**src/design/pcisb_pkg.sv**
```systemverilog
// Shared constants, types and helpers for the PCI sideband control block
package pcisb_pkg;

  // ==========================================================
  // Register map
  localparam logic [7:0] OFS_CTRL = 8'h00;
  localparam logic [7:0] OFS_STAT = 8'h04;
  localparam logic [7:0] OFS_GPIN = 8'h08;

  // ==========================================================
  // Status field positions
  localparam int ST_PERR_INT = 0;
  localparam int ST_PERR_EXT = 1;
  localparam int ST_SERR = 2;
  localparam int ST_PME = 3;
  localparam int ST_LOCK = 4;
  localparam int ST_STRAP = 5;
  localparam int ST_GNT_LSB = 8;
  localparam int STICKY_W = 4;

  // ==========================================================
  // Bus widths and limits
  localparam int NMASTERS = 7;
  localparam int AD_W = 32;
  localparam int CBE_W = 4;
  localparam int GNT_IDX_W = 3;
  localparam int ALT_IN_FIRST = 4;
  localparam int ALT_OUT_MASTER = 4;
  localparam int STRAP_MASTER = 6;
  localparam logic [2:0] SLEEP_S0 = 3'h0;
  localparam logic [2:0] SLEEP_S5 = 3'h5;

  // ==========================================================
  // Types
  typedef enum logic [1:0] {
    PCISB_ROUTE_NMI = 2'b00,
    PCISB_ROUTE_MGMT = 2'b01,
    PCISB_ROUTE_INT = 2'b10
  } pcisb_route_t;

  typedef struct packed {
    logic wake_int;
    pcisb_route_t serr_route;
    logic perr_mgmt;
    logic pme_ctl_en;
    logic out_val;
    logic gnt4_out;
    logic [2:0] req_in;
    logic sec_bus_rst;
  } pcisb_ctrl_t;

  localparam pcisb_ctrl_t CTRL_RESET = '0;

  typedef struct packed {
    logic nmi;
    logic mgmt;
    logic intr;
    logic sysctl;
    logic wake;
  } pcisb_irq_t;

  // ==========================================================
  // Helpers
  function automatic logic even_par(input logic [AD_W-1:0] ad, input logic [CBE_W-1:0] cbe);
    even_par = ^{ad, cbe};
  endfunction

  function automatic logic [GNT_IDX_W-1:0] rr_pick(input logic [NMASTERS-1:0] req,
                                                   input logic [GNT_IDX_W-1:0] last);
    logic found;
    int idx;
    rr_pick = last;
    found = 1'b0;
    for (int i = 1; i <= NMASTERS; i++) begin
      idx = (int'(last) + i) % NMASTERS;
      if (!found && req[idx]) begin
        found = 1'b1;
        rr_pick = GNT_IDX_W'(idx);
      end
    end
  endfunction

endpackage

```
**src/design/pcisb_top.sv**
```systemverilog
// PCI sideband control: errors, arbitration, lock, reset and wake
// How it works
// - Drive parity error line on own errors
// - Parity errors raise NMI or management interrupt
// - Arbitrate seven masters, one request/grant each
// - Requests four to six usable as inputs
// - Grant four usable as general output
// - Latch grant six at power-good rise
// - Everything timed from one bus clock
// - Secondary reset is platform reset OR bit
// - Assert lock during own locked sequences
// - Ignore lock while external master granted
// - System error raises NMI, management or interrupt
// - Wake event wakes system from S1-S5
// - Enabled wake event in S0 raises control interrupt
// - Drive wake line on internal wake
// - Never drive wake line high
// - Even parity over all 36 bits
// - Check parity when target of writes
//
// The register addresses and the APB register port were decided locally.
module pcisb_top (
  input wire logic pclk,
  input wire logic presetn,
  input wire logic [7:0] paddr,
  input wire logic psel,
  input wire logic penable,
  input wire logic pwrite,
  input wire logic [31:0] pwdata,
  output logic pready,
  output logic [31:0] prdata,
  output logic pslverr,
  input wire logic [pcisb_pkg::NMASTERS-1:0] req_n,
  output logic [pcisb_pkg::NMASTERS-1:0] gnt_n,
  input wire logic gnt6_pin_i,
  input wire logic power_good,
  input wire logic platform_reset_n,
  output logic secondary_bus_reset_n,
  input wire logic [pcisb_pkg::AD_W-1:0] ad_i,
  input wire logic [pcisb_pkg::CBE_W-1:0] cbe_n_i,
  input wire logic par_i,
  input wire logic tgt_write_phase,
  input wire logic drive_phase,
  output logic par_o,
  output logic par_oe,
  input wire logic perr_n_i,
  output logic perr_n_o,
  output logic perr_n_oe,
  input wire logic serr_n_i,
  input wire logic lock_n_i,
  input wire logic own_lock,
  output logic lock_n_o,
  output logic lock_n_oe,
  input wire logic pme_n_i,
  output logic pme_n_o,
  output logic pme_n_oe,
  input wire logic [2:0] sleep_state,
  output pcisb_pkg::pcisb_irq_t irq
);

  // ==========================================================
  // Declarations
  pcisb_pkg::pcisb_ctrl_t ctrl_r;
  logic [pcisb_pkg::STICKY_W-1:0] sticky_r;
  logic [pcisb_pkg::STICKY_W-1:0] sticky_set;
  logic [pcisb_pkg::STICKY_W-1:0] sticky_clr;
  logic [pcisb_pkg::STICKY_W-1:0] sticky_nxt;
  logic strap_r;
  logic pgood_d_r;
  logic lock_seen_r;
  logic [pcisb_pkg::NMASTERS-1:0] arb_req;
  logic [pcisb_pkg::NMASTERS-1:0] arb_gnt;
  logic [pcisb_pkg::NMASTERS-1:0] gnt_n_nxt;
  logic [pcisb_pkg::NMASTERS-1:0] in_mask;
  logic [2:0] in_val;
  logic par_err;
  logic perr_ext;
  logic gen_par;
  logic drive_d_r;
  logic perr_any;
  logic serr_hit;
  logic pme_hit;
  logic in_s0;
  logic in_sleep;
  logic bus_ext;
  logic setup_ph;
  logic wr_acc;
  logic sel_ctrl;
  logic sel_stat;
  logic sel_gpin;
  logic [31:0] rd_mux;
  logic [31:0] stat_word;
  pcisb_pkg::pcisb_irq_t irq_nxt;

  // ==========================================================
  // Sub-blocks
  pcisb_parity u_parity (
    .pclk(pclk),
    .presetn(presetn),
    .ad_i(ad_i),
    .cbe_n_i(cbe_n_i),
    .par_i(par_i),
    .chk_en(tgt_write_phase),
    .gen_par_r(gen_par),
    .err_r(par_err)
  );

  pcisb_arbiter u_arb (
    .pclk(pclk),
    .presetn(presetn),
    .req(arb_req),
    .gnt_r(arb_gnt)
  );

  // ==========================================================
  // Arbitration and general-purpose pin muxing
  // Master four cannot see a grant while its pin is an output, so it would hog the bus
  assign in_mask = {ctrl_r.req_in[2:1], ctrl_r.req_in[0] || ctrl_r.gnt4_out, 4'h0};
  assign arb_req = ~req_n & ~in_mask;
  assign in_val = ~req_n[pcisb_pkg::NMASTERS-1:pcisb_pkg::ALT_IN_FIRST];
  assign bus_ext = |arb_gnt;

  always_comb begin
    gnt_n_nxt = ~arb_gnt;
    if (ctrl_r.gnt4_out) begin
      gnt_n_nxt[pcisb_pkg::ALT_OUT_MASTER] = ctrl_r.out_val;
    end
  end

  // ==========================================================
  // Event decode
  // Our own drive of the error line is not an outside report
  assign perr_ext = !perr_n_i && !perr_n_oe;
  assign perr_any = par_err || perr_ext;
  assign serr_hit = !serr_n_i;
  assign pme_hit = !pme_n_i;
  assign in_s0 = (sleep_state == pcisb_pkg::SLEEP_S0);
  assign in_sleep = !in_s0 && (sleep_state <= pcisb_pkg::SLEEP_S5);

  always_comb begin
    irq_nxt = '0;
    irq_nxt.nmi = perr_any && !ctrl_r.perr_mgmt;
    irq_nxt.mgmt = perr_any && ctrl_r.perr_mgmt;
    if (serr_hit) begin
      case (ctrl_r.serr_route)
        pcisb_pkg::PCISB_ROUTE_NMI: irq_nxt.nmi = 1'b1;
        pcisb_pkg::PCISB_ROUTE_MGMT: irq_nxt.mgmt = 1'b1;
        default: irq_nxt.intr = 1'b1;
      endcase
    end
    irq_nxt.sysctl = pme_hit && in_s0 && ctrl_r.pme_ctl_en;
    irq_nxt.wake = pme_hit && in_sleep;
  end

  // ==========================================================
  // APB decode
  assign setup_ph = psel && !penable;
  assign wr_acc = psel && penable && pready && pwrite;
  assign sel_ctrl = (paddr == pcisb_pkg::OFS_CTRL);
  assign sel_stat = (paddr == pcisb_pkg::OFS_STAT);
  assign sel_gpin = (paddr == pcisb_pkg::OFS_GPIN);

  assign stat_word = {17'h00000, ~gnt_n, 2'h0, strap_r, lock_seen_r, sticky_r};

  assign rd_mux = sel_ctrl ? {21'h000000, ctrl_r} :
                  sel_stat ? stat_word :
                  sel_gpin ? {29'h00000000, in_val} : 32'h00000000;

  // Set wins over a write-one clear in the same cycle
  assign sticky_set = {pme_hit, serr_hit, perr_ext, par_err};
  assign sticky_clr = (wr_acc && sel_stat) ? pwdata[pcisb_pkg::STICKY_W-1:0] : '0;
  assign sticky_nxt = (sticky_r & ~sticky_clr) | sticky_set;

  // ==========================================================
  // APB slave: ready in the access phase, one wait-free answer
  always_ff @(posedge pclk or negedge presetn) begin
    if (!presetn) begin
      pready <= 1'b0;
      prdata <= 32'h00000000;
      pslverr <= 1'b0;
    end else begin
      pready <= setup_ph;
      pslverr <= setup_ph && !(sel_ctrl || sel_stat || sel_gpin);
      if (setup_ph) begin
        prdata <= rd_mux;
      end
    end
  end

  always_ff @(posedge pclk or negedge presetn) begin
    if (!presetn) begin
      ctrl_r <= pcisb_pkg::CTRL_RESET;
      sticky_r <= '0;
    end else begin
      sticky_r <= sticky_nxt;
      if (wr_acc && sel_ctrl) begin
        ctrl_r <= pcisb_pkg::pcisb_ctrl_t'(pwdata[$bits(pcisb_pkg::pcisb_ctrl_t)-1:0]);
      end
    end
  end

  // ==========================================================
  // Pins, strap and sideband outputs, all on the bus clock
  always_ff @(posedge pclk or negedge presetn) begin
    if (!presetn) begin
      gnt_n <= '1;
      pgood_d_r <= 1'b0;
      strap_r <= 1'b0;
      secondary_bus_reset_n <= 1'b0;
      par_o <= 1'b0;
      par_oe <= 1'b0;
      drive_d_r <= 1'b0;
      perr_n_o <= 1'b0;
      perr_n_oe <= 1'b0;
      lock_n_o <= 1'b0;
      lock_n_oe <= 1'b0;
      lock_seen_r <= 1'b0;
      pme_n_o <= 1'b0;
      pme_n_oe <= 1'b0;
      irq <= '0;
    end else begin
      gnt_n <= gnt_n_nxt;
      pgood_d_r <= power_good;
      if (power_good && !pgood_d_r) begin
        strap_r <= gnt6_pin_i;
      end
      secondary_bus_reset_n <= platform_reset_n && !ctrl_r.sec_bus_rst;
      drive_d_r <= drive_phase;
      par_o <= gen_par;
      par_oe <= drive_d_r;
      perr_n_o <= 1'b0;
      perr_n_oe <= par_err;
      lock_n_o <= 1'b0;
      lock_n_oe <= own_lock && !bus_ext;
      lock_seen_r <= !lock_n_i && !bus_ext;
      pme_n_o <= 1'b0;
      pme_n_oe <= ctrl_r.wake_int;
      irq <= irq_nxt;
    end
  end

  // ==========================================================
  // Checks
  property p_perr_drive;
    @(posedge pclk) disable iff (!presetn) par_err |=> (perr_n_oe && !perr_n_o);
  endproperty
  a_perr_drive: assert property (p_perr_drive) else $error("parity error not driven");

  property p_perr_irq;
    @(posedge pclk) disable iff (!presetn) perr_any |=> (irq.nmi || irq.mgmt);
  endproperty
  a_perr_irq: assert property (p_perr_irq) else $error("parity error without NMI or management irq");

  property p_serr_irq;
    @(posedge pclk) disable iff (!presetn) serr_hit |=> (irq.nmi || irq.mgmt || irq.intr);
  endproperty
  a_serr_irq: assert property (p_serr_irq) else $error("system error not signalled");

  // Arbiter and grant register each cost one clock; the mask is combinational
  property p_input_nogrant;
    @(posedge pclk) disable iff (!presetn)
      ctrl_r.req_in[0] [*3] |-> gnt_n[pcisb_pkg::ALT_IN_FIRST] || ctrl_r.gnt4_out;
  endproperty
  a_input_nogrant: assert property (p_input_nogrant) else $error("input-mode request granted");

  property p_alt_out;
    @(posedge pclk) disable iff (!presetn)
      ctrl_r.gnt4_out |=> (gnt_n[pcisb_pkg::ALT_OUT_MASTER] == $past(ctrl_r.out_val));
  endproperty
  a_alt_out: assert property (p_alt_out) else $error("general output wrong");

  property p_strap;
    @(posedge pclk) disable iff (!presetn)
      (power_good && !pgood_d_r) |=> (strap_r == $past(gnt6_pin_i));
  endproperty
  a_strap: assert property (p_strap) else $error("strap not latched");

  // First edge after release still shows the reset value
  property p_secrst;
    @(posedge pclk) disable iff (!presetn)
      $past(presetn) |-> secondary_bus_reset_n == ($past(platform_reset_n) && !$past(ctrl_r.sec_bus_rst));
  endproperty
  a_secrst: assert property (p_secrst) else $error("secondary reset wrong");

  property p_lock;
    @(posedge pclk) disable iff (!presetn) bus_ext |=> !lock_seen_r && !lock_n_oe;
  endproperty
  a_lock: assert property (p_lock) else $error("lock honoured under external grant");

  property p_pme;
    @(posedge pclk) disable iff (!presetn) pme_n_oe |-> !pme_n_o;
  endproperty
  a_pme: assert property (p_pme) else $error("wake line driven high");

  property p_wake;
    @(posedge pclk) disable iff (!presetn) (pme_hit && in_sleep) |=> irq.wake;
  endproperty
  a_wake: assert property (p_wake) else $error("wake missed");

  property p_sysctl;
    @(posedge pclk) disable iff (!presetn)
      irq.sysctl |-> $past(pme_hit) && $past(in_s0) && $past(ctrl_r.pme_ctl_en);
  endproperty
  a_sysctl: assert property (p_sysctl) else $error("unexpected control interrupt");

  c_perr: cover property (@(posedge pclk) disable iff (!presetn) par_err ##1 perr_n_oe);
  c_wake: cover property (@(posedge pclk) disable iff (!presetn) irq.wake);
  c_sysctl: cover property (@(posedge pclk) disable iff (!presetn) irq.sysctl);
  c_lock: cover property (@(posedge pclk) disable iff (!presetn) lock_n_oe);

endmodule

```
**src/design/pcisb_parity.sv**
```systemverilog
// Even parity generation and target write parity check
module pcisb_parity (
  input wire logic pclk,
  input wire logic presetn,
  input wire logic [pcisb_pkg::AD_W-1:0] ad_i,
  input wire logic [pcisb_pkg::CBE_W-1:0] cbe_n_i,
  input wire logic par_i,
  input wire logic chk_en,
  output logic gen_par_r,
  output logic err_r
);

  logic chk_en_d_r;

  // ==========================================================
  // Parity lags its phase by one clock, so compare one clock late
  always_ff @(posedge pclk or negedge presetn) begin
    if (!presetn) begin
      gen_par_r <= 1'b0;
      chk_en_d_r <= 1'b0;
      err_r <= 1'b0;
    end else begin
      gen_par_r <= pcisb_pkg::even_par(ad_i, cbe_n_i);
      chk_en_d_r <= chk_en;
      err_r <= chk_en_d_r && (gen_par_r != par_i);
    end
  end

  property p_par_check;
    @(posedge pclk) disable iff (!presetn)
      (chk_en ##1 (par_i != pcisb_pkg::even_par($past(ad_i), $past(cbe_n_i)))) |=> err_r;
  endproperty
  a_par_check: assert property (p_par_check) else $error("parity error missed");

  property p_par_noerr;
    @(posedge pclk) disable iff (!presetn)
      !chk_en_d_r |=> !err_r;
  endproperty
  a_par_noerr: assert property (p_par_noerr) else $error("parity error without check");

endmodule

```
**src/design/pcisb_arbiter.sv**
```systemverilog
// Round-robin bus arbiter for the request and grant lines
module pcisb_arbiter (
  input wire logic pclk,
  input wire logic presetn,
  input wire logic [pcisb_pkg::NMASTERS-1:0] req,
  output logic [pcisb_pkg::NMASTERS-1:0] gnt_r
);

  logic [pcisb_pkg::GNT_IDX_W-1:0] last_r;
  logic [pcisb_pkg::GNT_IDX_W-1:0] pick;
  logic hold;
  logic any_req;
  logic [pcisb_pkg::NMASTERS-1:0] gnt_nxt;

  // ==========================================================
  // Selection: keep the owner while it still requests
  assign hold = |(gnt_r & req);
  assign any_req = |req;
  assign pick = pcisb_pkg::rr_pick(req, last_r);
  assign gnt_nxt = hold ? gnt_r : (any_req ? (pcisb_pkg::NMASTERS)'(1) << pick : '0);

  always_ff @(posedge pclk or negedge presetn) begin
    if (!presetn) begin
      gnt_r <= '0;
      last_r <= '0;
    end else begin
      gnt_r <= gnt_nxt;
      if (!hold && any_req) begin
        last_r <= pick;
      end
    end
  end

  property p_onehot;
    @(posedge pclk) disable iff (!presetn) $onehot0(gnt_r);
  endproperty
  a_onehot: assert property (p_onehot) else $error("more than one grant");

  property p_grant_req;
    @(posedge pclk) disable iff (!presetn) (gnt_r != '0) |-> (|(gnt_r & $past(req)));
  endproperty
  a_grant_req: assert property (p_grant_req) else $error("grant without request");

  c_handover: cover property (@(posedge pclk) disable iff (!presetn)
    (gnt_r != '0) ##1 ((gnt_r != '0) && (gnt_r != $past(gnt_r))));

endmodule

```
**config.mk**
```make
export PLATFORM = sky130hd
export DESIGN_NAME = pcisb_top
export DESIGN_NICKNAME = d
export VERILOG_FILES = /design/src/design/pcisb_pkg.sv /design/src/design/pcisb_top.sv /design/src/design/pcisb_parity.sv /design/src/design/pcisb_arbiter.sv
export SDC_FILE = /design/constraint.sdc
export NUM_CORES = 1
export LEC_CHECK = 0
export ABC_AREA = 1
export BUFFER_PORTS_ARGS = -buffer_cell sky130_fd_sc_hd__buf_2
export CAP_MARGIN = 20
export CORE_MARGIN = 5
export CORE_UTILIZATION = 40
export CTS_CLUSTER_SIZE = 28
export DETAILED_ROUTE_END_ITERATION = 6
export SETUP_SLACK_MARGIN = 0.2
export SKIP_CTS_REPAIR_TIMING = 1
export SYNTH_ARGS = -nofsm -noshare
export SYNTH_HDL_FRONTEND = slang
export SYNTH_HIERARCHICAL = 1
export SYNTH_SLANG_ARGS = --single-unit
```
**constraint.sdc**
```tcl
create_clock -name pclk -period 4.3 [get_ports pclk]
set_input_delay 0.215 -clock pclk [delete_from_list [all_inputs] [get_ports pclk]]
set_output_delay 0.215 -clock pclk [all_outputs]
set_load 0.005 [all_outputs]
```
# Word level (Yosys, flattened, before mapping)
# Index checks and enable logic that the tools add are counted.
# W data, S select, Z words.
dict set report totals {
  ff_bits 84
  in_bits 102
  out_inout_bits 55
}
dict set report op_classes {
  add_sub_neg 7
  div 7
  n_lt_le_gt_ge 8
  eq_ne 4
  n_shift 1
  muxes 44
  bitwise 10
  n_reduce_logical 57
}
# cell count
set ops {}
lappend ops {{$lt A32 B5 Y1 const B} 7}
lappend ops {{$mod A32 B4 Y32 const B} 7}
lappend ops {{$reduce_xor A36 Y1} 1}
lappend ops {{$mux W15} 2}
lappend ops {{$not A7 Y7} 4}
lappend ops {{$mux W3} 9}
lappend ops {{$logic_and A1 B1 Y1} 26}
lappend ops {{$mux W1} 24}
lappend ops {{$bmux W1 S3} 7}
lappend ops {{$reduce_or A7 Y1} 3}
lappend ops {{$logic_not A1 Y1} 19}
lappend ops {{$add A3 B3 Y4 const B} 4}
lappend ops {{$and A7 B7 Y7} 2}
lappend ops {{$add A3 B2 Y4 const B} 2}
lappend ops {{$eq A8 B3 Y1 const B} 1}
lappend ops {{$eq A8 B4 Y1 const B} 1}
lappend ops {{$logic_not A8 Y1} 1}
lappend ops {{$mux W7} 1}
lappend ops {{$shl A1 B3 Y7 const A} 1}
lappend ops {{$add A3 B1 Y4 const B} 1}
lappend ops {{$and A4 B4 Y4} 1}
lappend ops {{$logic_or A1 B1 Y1} 4}
lappend ops {{$mux W4} 1}
lappend ops {{$not A4 Y4} 1}
lappend ops {{8 further kinds} 8}

# Depth between registers and ports, before layout
# Gate-level depths: netlist of the first run.
dict set report depth {
  depth_word 27
  ltp_mapped 31
  mapped_depth_nobuf 30
}

# Modules after synthesis
# The synthesis of the first run kept the hierarchy.
# module instances cells_per_inst area_each_um2 seq_area_each_um2
set modules_own_cells {}
lappend modules_own_cells {pcisb_arbiter 1 440 2577.5 250.2}
lappend modules_own_cells {pcisb_top 1 264 2416.1 1360.1}
lappend modules_own_cells {pcisb_parity 1 177 854.6 75.1}

# Least setup slack after synthesis of the first run
# OpenSTA, ideal clock, no wires.
dict set report synth_timing {
  kind {flip-flop to flip-flop}
  start {register u_arb/last_r[0] (netlist name)}
  end {register u_arb/gnt_r[1] (netlist name)}
  setup_ps 65
  t_arrival_ps 3621
  slack_ps 614
  path_stages_with_launch 27
  path_buffers 2
  cell_sequence {dfrtp_1 -> inv_1 -> buf_4 -> ha_1 -> buf_4 -> inv_2 -> ha_1 -> ha_1 -> nor3_1 -> nand3_1 -> o21ai_1 -> nand3_2 -> nand2_4 -> nand2_1 -> nand3_2 -> nand2_2 -> nand2_2 -> nand2_4 -> nor2_8 -> nand3_4 -> nor3_4 -> nor2_1 -> nand2_1 -> nand2_2 -> nor2_2 -> nand3_1 -> nand2_1}
}
dict set report synth_between {
  elab_chain_cells 26
}
# element line
set synth_lines {}
lappend synth_lines {{from (decl)} pcisb_arbiter.sv:9} ;# logic [pcisb_pkg::GNT_IDX_W-1:0] last_r;
lappend synth_lines {{from (signal assigned)} pcisb_arbiter.sv:29} ;# last_r <= pick;
lappend synth_lines {{$add A3 B1 Y4} pcisb_pkg.sv:75} ;# idx = (int'(last) + i) % NMASTERS;
lappend synth_lines {{$mod A32 B4 Y32} pcisb_pkg.sv:75}
lappend synth_lines {{$bmux W1 S3} pcisb_pkg.sv:76} ;# if (!found && req[idx]) begin
lappend synth_lines {{$mux W1 (implied by the code) (2 in a row)} pcisb_pkg.sv:76}
lappend synth_lines {{$mux W1} pcisb_pkg.sv:76}
lappend synth_lines {{$logic_not A1 Y1} pcisb_pkg.sv:76}
lappend synth_lines {{$logic_and A1 B1 Y1} pcisb_pkg.sv:76}
lappend synth_lines {{$mux W1} pcisb_pkg.sv:76}
lappend synth_lines {{(+9 left out)} --}
lappend synth_lines {{$logic_not A1 Y1} pcisb_pkg.sv:76}
lappend synth_lines {{$logic_and A1 B1 Y1} pcisb_pkg.sv:76}
lappend synth_lines {{$mux W1} pcisb_pkg.sv:76}
lappend synth_lines {{$logic_not A1 Y1} pcisb_pkg.sv:76}
lappend synth_lines {{$logic_and A1 B1 Y1} pcisb_pkg.sv:76}
lappend synth_lines {{$mux W3 *} pcisb_pkg.sv:76}
lappend synth_lines {{$shl A1 B3 Y7 *} pcisb_arbiter.sv:20} ;# assign gnt_nxt = hold ? gnt_r : (any_req ? (pcisb_pkg::NMASTERS)'(1) << pick : '0);
lappend synth_lines {{$mux W7 *} pcisb_arbiter.sv:20}
lappend synth_lines {{to (signal assigned)} pcisb_arbiter.sv:27} ;# gnt_r <= gnt_nxt;
lappend synth_lines {{to (decl)} pcisb_arbiter.sv:6} ;# output logic [pcisb_pkg::NMASTERS-1:0] gnt_r
# Every way passes the cells marked *; elsewhere a longest branch is shown, timed or not. The select of a mux whose other input is x is not followed.
# A chain may end at the register's enable or synchronous reset.

# Worst setup path after layout of the first run
dict set report layout_timing {
  start {register u_arb/last_r[0] (netlist name)}
  end {register u_arb/gnt_r[5] (netlist name)}
}
# Same word-level chain as after synthesis.

==> run summary, run 1 <==
The flow ran to the end, but the final reports show violations. The final reports fail on negative hold slack. In the routed layout, each cell is associated on average with a via count of 4.706. In the final routed layout, each cell accounts on average for 12.13 um. The initial antenna violation count came out at 0. Global routing used 16.97% of the available tracks.

The synthesized design spends more area on one cell type than any other, namely sky130_fd_sc_hd__dfrtp_1. The logs give 0.8947 for the final weighted congestion of routability-driven global placement and 3890 ps for the arrival time at the worst endpoint. For this run the aggregate overflow at the end of global routing stands at 0. The largest vdd supply drop came out at 0.0003976 V.

The worst path uses 85.52% of the clock period. The die covers 17140 sq um. The clock passes through at most 2 buffers. The buffer and inverter count on the worst path is 4, and the final design instance area without fill is 6958 sq um. The post-route netlist has 25.12% of its cells at a drive strength greater than 1. The logs give 881 for the number of standard cells after synthesis and 0 for the max-capacitance violation count. After synthesis, the mean cell area works out to 6.638 sq um. In this run the clock root is driven by a sky130_fd_sc_hd__clkbuf_16. The cell area power density was 928.7 nW/um^2; the clock sink count was 67. TritonCTS built the clock tree. The setup skew after layout is 4.096 ps, and the net total in the final layout is 1133. Type of the worst min-delay path: in -> async. The analysis attributes to cell leakage a power of 3.950 nW. In this run the horizontal extent of the chip is 130.9 um. For the final routed database, the setup TNS stands at 0 ps. The register bit total from synthesis was 67. Detailed-routing iteration count for the pre-antenna-repair pass: 5. In this run the vertical extent of the chip is 130.9 um.

For this run, the register share of the synthesized area comes to 28.82%. For this run, design rule violations remaining after detail routing come to 0. The tools report the count of nets left with antenna violations after detail routing as 0. After floorplanning, the core was sized to cover 14420 sq um.

The via count of the first global-routing pass came out at 5019. For the count of endpoints failing hold in the final timing report, the log shows 8. The library cells used most frequently in the layout, excluding fill and tap cells, are sky130_fd_sc_hd__nand2_1, sky130_fd_sc_hd__buf_2, sky130_fd_sc_hd__inv_1.

Required time at the worst-slack endpoint: 4510 ps. Wires add up to 14550 um. The cell area that synthesis handed to floorplanning was 5848 sq um. The global-route wire length before repair was 23830 um; the smallest hold slack was -2.608 ps. The clock-pin slew on the worst setup and hold paths is 60 ps, and the proportion of synthesized flip-flops having asynchronous set or reset is 100.0%. The area growth from synthesis to layout is 18.98%. The run gives 320 ps as the clock latency on the worst-skew pair. The launching element type of the critical path is a flip-flop. The slowest stage of the critical path is the sky130_fd_sc_hd__dfrtp_1 cell. Timing would allow up to 271.9 MHz. In this run, synthesis inferred 0 flip-flops with an integrated enable. The initial standard-cell utilization of the core is 40.54%, and the total placed instance area is 6588 sq um. Across all layers, the routed design uses 5643 vias. Detailed placement ended at an HPWL of 11730 um. Broken down by cell family, the worst path's largest delay share belongs to simple AND/OR/NAND/NOR gates. The antenna diode count came out at 0.

Largest fanout of any net on the critical path: 7. Setup repair after global routing left no endpoint under its margin. The most used flip-flop cell after synthesis is sky130_fd_sc_hd__dfrtp_1. The delay of the slowest critical-path stage was 420 ps; the final setup violation count was 0. The final-report max-slew violation count came out at 0. The critical setup path kind is reg -> reg. The number of ports placed on the die boundary was 157; the deepest level of the CTS H-tree was 3. The tools report the critical path capture point type as a flip-flop.

Final critical path time including I/O delays and setup: 3677 ps. Leading cell type in the layout, fill and taps excluded: sky130_fd_sc_hd__nand2_1. The worst pin sits at a relative slew slack of 43.73%.

The transition at the pin with the smallest max-transition slack was 844.0 ps; the CTS buffer count was 9. In this run the core area contains 44 standard-cell rows. The pin count of the biggest net entering global routing was 40; the count of buffers from port buffering was 115.

By area the synthesized netlist is led by sky130_fd_sc_hd__dfrtp_1, sky130_fd_sc_hd__nand2_1, sky130_fd_sc_hd__inv_1, sky130_fd_sc_hd__nand3_1, sky130_fd_sc_hd__ha_1. The count of different cell masters after synthesis was 48; the area share of the largest cell type after synthesis was 25.67%. Count of yosys warnings during synthesis: 6. The number of DRC markers after the initial detailed-route iteration was 340.
[per-layer routing]
metal / vias to the layer above / part of all wire, % / track usage [%]
li1: 2990 / - / -
met1: 2487 / 49 / 24.74
met2: 152 / 44 / 26.60
met3: 14 / 6.2 / 2.967
met4: 0 / 0.98 / 3.267
met5: - / 0 / 0
[report_power, final]
group          total (mW)  switching, mW  internal, mW
combinational        4.87           3.29          1.58
sequential          0.798         0.0573         0.740
clock               0.790          0.268         0.523
total                6.46           3.62          2.85
[worst paths after layout]
| path | slack (ps) | cells after the start | start | endpoint |
|---|---|---|---|---|
| max reg2reg | 620 | 27 | u_arb/last_r[0] | u_arb/gnt_r[5] |
| max in group asynchronous | 3390 | 2 | presetn | u_arb/last_r[2] |
| max | 620 | 27 | u_arb/last_r[0] | u_arb/gnt_r[5] |
| min reg2reg | 350 | 0 | drive_d_r | par_oe |
| min | -3 | 1 | presetn | prdata[2] |
| min in group pclk | 10 | 1 | power_good | pgood_d_r |
[synth_stat cells (2+ instances only)]
library cell	instances
sky130_fd_sc_hd__a21boi_1	2
sky130_fd_sc_hd__a21oi_1	11
sky130_fd_sc_hd__buf_2	2
sky130_fd_sc_hd__buf_4	22
sky130_fd_sc_hd__buf_6	3
sky130_fd_sc_hd__dfrtp_1	60
sky130_fd_sc_hd__dfstp_2	7
sky130_fd_sc_hd__ha_1	21
sky130_fd_sc_hd__inv_1	112
sky130_fd_sc_hd__inv_2	14
sky130_fd_sc_hd__nand2_1	340
sky130_fd_sc_hd__nand2_2	34
sky130_fd_sc_hd__nand2_4	9
sky130_fd_sc_hd__nand3_1	73
sky130_fd_sc_hd__nand3_2	16
sky130_fd_sc_hd__nand3_4	2
sky130_fd_sc_hd__nand3b_1	4
sky130_fd_sc_hd__nand4_1	8
sky130_fd_sc_hd__nor2_1	32
sky130_fd_sc_hd__nor2_2	5
sky130_fd_sc_hd__nor2_4	3
sky130_fd_sc_hd__nor3_1	9
sky130_fd_sc_hd__o211ai_1	4
sky130_fd_sc_hd__o21ai_0	21
sky130_fd_sc_hd__o21ai_1	9
sky130_fd_sc_hd__o21ai_2	12
sky130_fd_sc_hd__o21bai_1	3
sky130_fd_sc_hd__o31ai_1	5
sky130_fd_sc_hd__xnor2_1	11
sky130_fd_sc_hd__xor2_1	9
[registers in the layout, indices dropped and copies added (netlist names), 3 cells and up]
register / count
u_arb/last_r: 3
sticky_r: 4
ctrl_r: 11
gnt_n: 7
irq: 5
u_arb/gnt_r: 7
prdata: 15
[cell type report]
class                   count  area [sq um]
fillers                  1479          7466
multi-input cells         678          3566
flip-flops and latches     67          1687
repair buffers            127         670.6
inverters                 127         476.7
clock buffers              10         239.0
well taps                 184         230.2
clock inverters             6         88.84
[cell families after synthesis]
group	share of synthesized area, %
adder cells (fa/ha/maj)	4.493
AO/OA/AOI/OAI	8.259
XOR/XNOR	2.995
buffers and inverters	11.79
AND/OR/NAND/NOR	43.58
flip-flops	28.82
other	0.06412
[metrics by stage]
| step | setup WS, ps | util [%] | power (mW) | instances | hold WS, ps |
|---|---|---|---|---|---|
| 6_report | 622.8 | 48.24 | 6.462 | 1199 | -2.608 |
| 5_1_grt | 249.8 | 48.24 | 7.226 | 1199 | 9.617 |
| 4_1_cts | 448.5 | 47.94 | 6.448 | 1197 | -15.36 |
| 3_5_place_dp | 475.9 | 45.67 | 5.636 | 1181 | 325.6 |
| 3_3_place_gp | 492.2 | 45.67 | 5.613 | 1181 | 323.3 |
| 2_1_floorplan | 614.2 | - | 4.615 | 900 | -80.59 |
No activity file was read; power rests on OpenSTA's default activity.
==> run 2, diff against run 1 <==
Settings changed: GPL_ROUTABILITY_DRIVEN set to 0, HOLD_SLACK_MARGIN set to 0.08.
==> run 2 against run 1 <==
Compared with the run above: routed wire length rose by 0.93%; critical path type unchanged; largest cell class unchanged; largest power group unchanged; clock skew about the same; power increased by 0.16%; fmax is 0.29% higher; global-route usage unchanged; the run now ends clean; flip-flop and latch count did not move.
==> run summary, run 2 (same netlist as run 1, synthesis figures left out) <==
Counting flops per register, the top entry is prdata. The clock-pin slew on the worst setup and hold paths was 50 ps (about the same). The largest registers in the layout are prdata (15), ctrl_r (11).

The number of flip-flops in the largest register works out to 15 (unchanged). The launching element type of the critical path was a flip-flop. For the final-report max-slew violation count, the log shows 0 (unchanged).

For the remaining global-route overflow, the log shows 0 (unchanged). The run gives 1204 (+0.42%) as the non-filler instance count after layout. Total placed instance area: 6588 sq um (unchanged). The pin count of the biggest net entering global routing is 40 (unchanged), and the deepest level of the CTS H-tree is 3 (unchanged). Cell area power density: 923.6 nW/um^2 (-0.55%).

Hold-critical path endpoint: irq[1]. Worst flop-to-flop path endpoint: u_arb/gnt_r[5]. The per-cell via count in the routed design works out to 4.697 (-0.20%). The largest vdd supply drop is 0.0004036 V (+1.5%), and the largest fanout of any net on the critical path is 7 (unchanged).

The run finished with clean final reports. The initial standard-cell utilization of the core is 40.54% (unchanged), and the residual DRC count is 0 (unchanged). The net switching component of the power was 3.623 mW (+0.21%); the final critical path time including I/O delays and setup was 3667 ps (-10.52 ps).

Max-capacitance violation count: 0 (unchanged). The library cell used most frequently in the layout, excluding fill and tap cells, is sky130_fd_sc_hd__nand2_1. The logs give 0 (unchanged) for the final setup violation count and 5655 (+0.21%) for the number of vias in the routed layout. Total global-route track usage: 16.97% (unchanged). TritonCTS built the clock tree.

The maximum achievable frequency is 272.7 MHz (+0.29%). The tools report the count of nets left with antenna violations after detail routing as 0 (unchanged). The count of buffers from port buffering was 115 (unchanged).

The count of endpoints failing hold in the final timing report is 0 (-8), and the horizontal extent of the die is 130.9 um (unchanged). The initial antenna violation count is 0 (unchanged). The number of cells on the worst reg-to-reg path works out to 27 (unchanged). The logs give 17140 sq um (unchanged) for the floorplan die area and 1138 (+0.44%) for the net total in the final layout. The arrival time at the worst endpoint is 3880 ps (about the same). For the clock sink count, the log shows 67 (unchanged). The tools report the via count of the first global-routing pass as 5019 (unchanged). The start of the worst register-to-register path was u_arb/last_r[0]. The share of power burned in combinational logic came out at 75.5% (about the same). The wire length after detailed routing is 14680 um (+0.93%), and the clock share of power is 12.2% (about the same). Accumulated negative setup slack: 0 ps (unchanged).

The top cell types in the final layout, fill and taps aside, are sky130_fd_sc_hd__nand2_1, sky130_fd_sc_hd__buf_2, sky130_fd_sc_hd__inv_1. The maximum clock insertion buffer count was 2 (unchanged); the placeable core area was 14420 sq um (unchanged). The tools report the required time at the worst-slack endpoint as 4520 ps (about the same). The fraction of power spent switching nets came out at 55.98% (about the same).

The proportion of layout cells with a drive suffix above 1 is 25.00% (-0.12 points), and the mean routed wirelength per cell is 12.19 um (+0.51%). The global-route wire length before repair was 23830 um (unchanged). The final core utilization is 48.59% (+0.35 points), and the antenna diode count is 0 (unchanged). The number of cells after detailed placement is 1181 (unchanged), and the clock latency on the worst-skew pair is 330 ps (about the same). The cell leakage power came out at 3.971 nW (+0.55%). The detailed-routing iteration count for the pre-antenna-repair pass came out at 5 (unchanged). Counting instances, the worst hold path has a depth of 2. The part of the cycle the worst path needs is 85.27% (-0.24 points), and the transition at the pin with the smallest max-transition slack is 847.2 ps (+3.161 ps).

The critical path is of the reg -> reg type. The tools report the part of the total power dissipated in sequential elements as 12.3% (about the same). Setup repair after global routing left no endpoint under its margin.

The path class of the tightest hold or removal check is in -> reg. The final design instance area without fill was 7008 sq um (+0.72%); the internal reg-to-reg setup slack was 630 ps (about the same). Number of fillers in the final layout: 1474 (-0.34%). For the detailed placer's ending HPWL, the log shows 11730 um (unchanged). The tools report the internal power as 2.849 mW (+0.11%).

The CTS buffer count is 9 (unchanged). Total power of the final layout: 6.473 mW (+0.16%). The area growth from synthesis to layout is 19.83%, and the number of ports placed on the die boundary is 157 (unchanged). The startpoint identified for the worst hold timing path is pme_n_i. Relative slew slack: 43.52% (-0.21 points).

Number of DRC markers after the initial detailed-route iteration: 330 (-2.9%). For the number of cell rows, the log shows 44 (unchanged). The die span in y works out to 130.9 um (unchanged). The worst setup path is captured at a flip-flop.

CTS placed an instance of sky130_fd_sc_hd__clkbuf_16 at the clock tree root. The setup skew after layout came out at 3.689 ps (-0.4069 ps).
run 2: changes by cell type in the layout (fill, tap and decap cells not counted), sizes merged:
cell and delta:
dlygate4sd3 +5
run 2: critical path: stages, from the launching register on:
cell and delay, ps:
sky130_fd_sc_hd__dfrtp_1 420, sky130_fd_sc_hd__inv_1 90, sky130_fd_sc_hd__ha_2 230, sky130_fd_sc_hd__inv_1 100, sky130_fd_sc_hd__nand2_2 90, sky130_fd_sc_hd__nand2_4 70
sky130_fd_sc_hd__ha_1 200, sky130_fd_sc_hd__ha_1 270, sky130_fd_sc_hd__nor3_1 190, sky130_fd_sc_hd__nand3_1 110, sky130_fd_sc_hd__o21ai_2 140, sky130_fd_sc_hd__nand3_2 190
sky130_fd_sc_hd__nand2_4 140, sky130_fd_sc_hd__nand2_2 50, sky130_fd_sc_hd__nand3_2 80, sky130_fd_sc_hd__nand2_2 60, sky130_fd_sc_hd__nand2_2 70, sky130_fd_sc_hd__nand2_4 80
sky130_fd_sc_hd__nor2_8 150, sky130_fd_sc_hd__nand4_2 180, sky130_fd_sc_hd__o21ai_1 130, sky130_fd_sc_hd__inv_1 50, sky130_fd_sc_hd__nand2_1 90, sky130_fd_sc_hd__nand2_1 70
sky130_fd_sc_hd__nand3_1 140, sky130_fd_sc_hd__inv_1 60, sky130_fd_sc_hd__nand2_1 50, sky130_fd_sc_hd__nand2_1 40
run 2: worst max-delay path by stage:
stage | end | slack, ps | start
detailed placement | u_arb/gnt_r[5] | 480 | u_arb/last_r[0]
floorplan | u_arb/gnt_r[1] | 610 | u_arb/last_r[0]
global placement | u_arb/gnt_r[5] | 490 | u_arb/last_r[0]
global route | u_arb/gnt_r[2] | 250 | u_arb/last_r[1]
CTS | u_arb/gnt_r[5] | 450 | u_arb/last_r[0]
finish | u_arb/gnt_r[5] | 630 | u_arb/last_r[0]
run 2: stage by stage:
step / hold WS [ps] / setup slack [ps]
6_report: 85.02 / 633.3
5_1_grt: 88.76 / 249.8
4_1_cts: -15.36 / 448.5
3_5_place_dp: 325.6 / 475.9
3_3_place_gp: 323.3 / 492.2
2_1_floorplan: -80.59 / 614.2
run 2: routing by layer:
metal | vias up | wire (um) | GRT usage (%)
met5 | - | 0 | 0
met4 | 0 | 130 | 3.267
met3 | 10 | 916 | 2.967
met2 | 138 | 6551 | 26.60
met1 | 2506 | 7081 | 24.74
li1 | 3001 | - | -
run 2: layout make-up:
type	count	area, sq um	area share, %
multi-input cells	678	3566	50.88
flip-flops and latches	67	1687	24.07
repair buffers	132	720.7	10.28
clock inverters	6	88.84	1.268
inverters	127	476.7	6.802
clock buffers	10	239.0	3.410
well taps	184	230.2	3.285
run 2: power by group through the flow:
stage / logic (mW) / clock network (mW) / registers, mW
floorplan: 3.81 / 0 / 0.804
global placement: 4.81 / 0 / 0.805
detailed placement: 4.83 / 0 / 0.805
CTS: 4.85 / 0.806 / 0.794
global route: 5.59 / 0.831 / 0.808
finish: 4.88 / 0.791 / 0.798
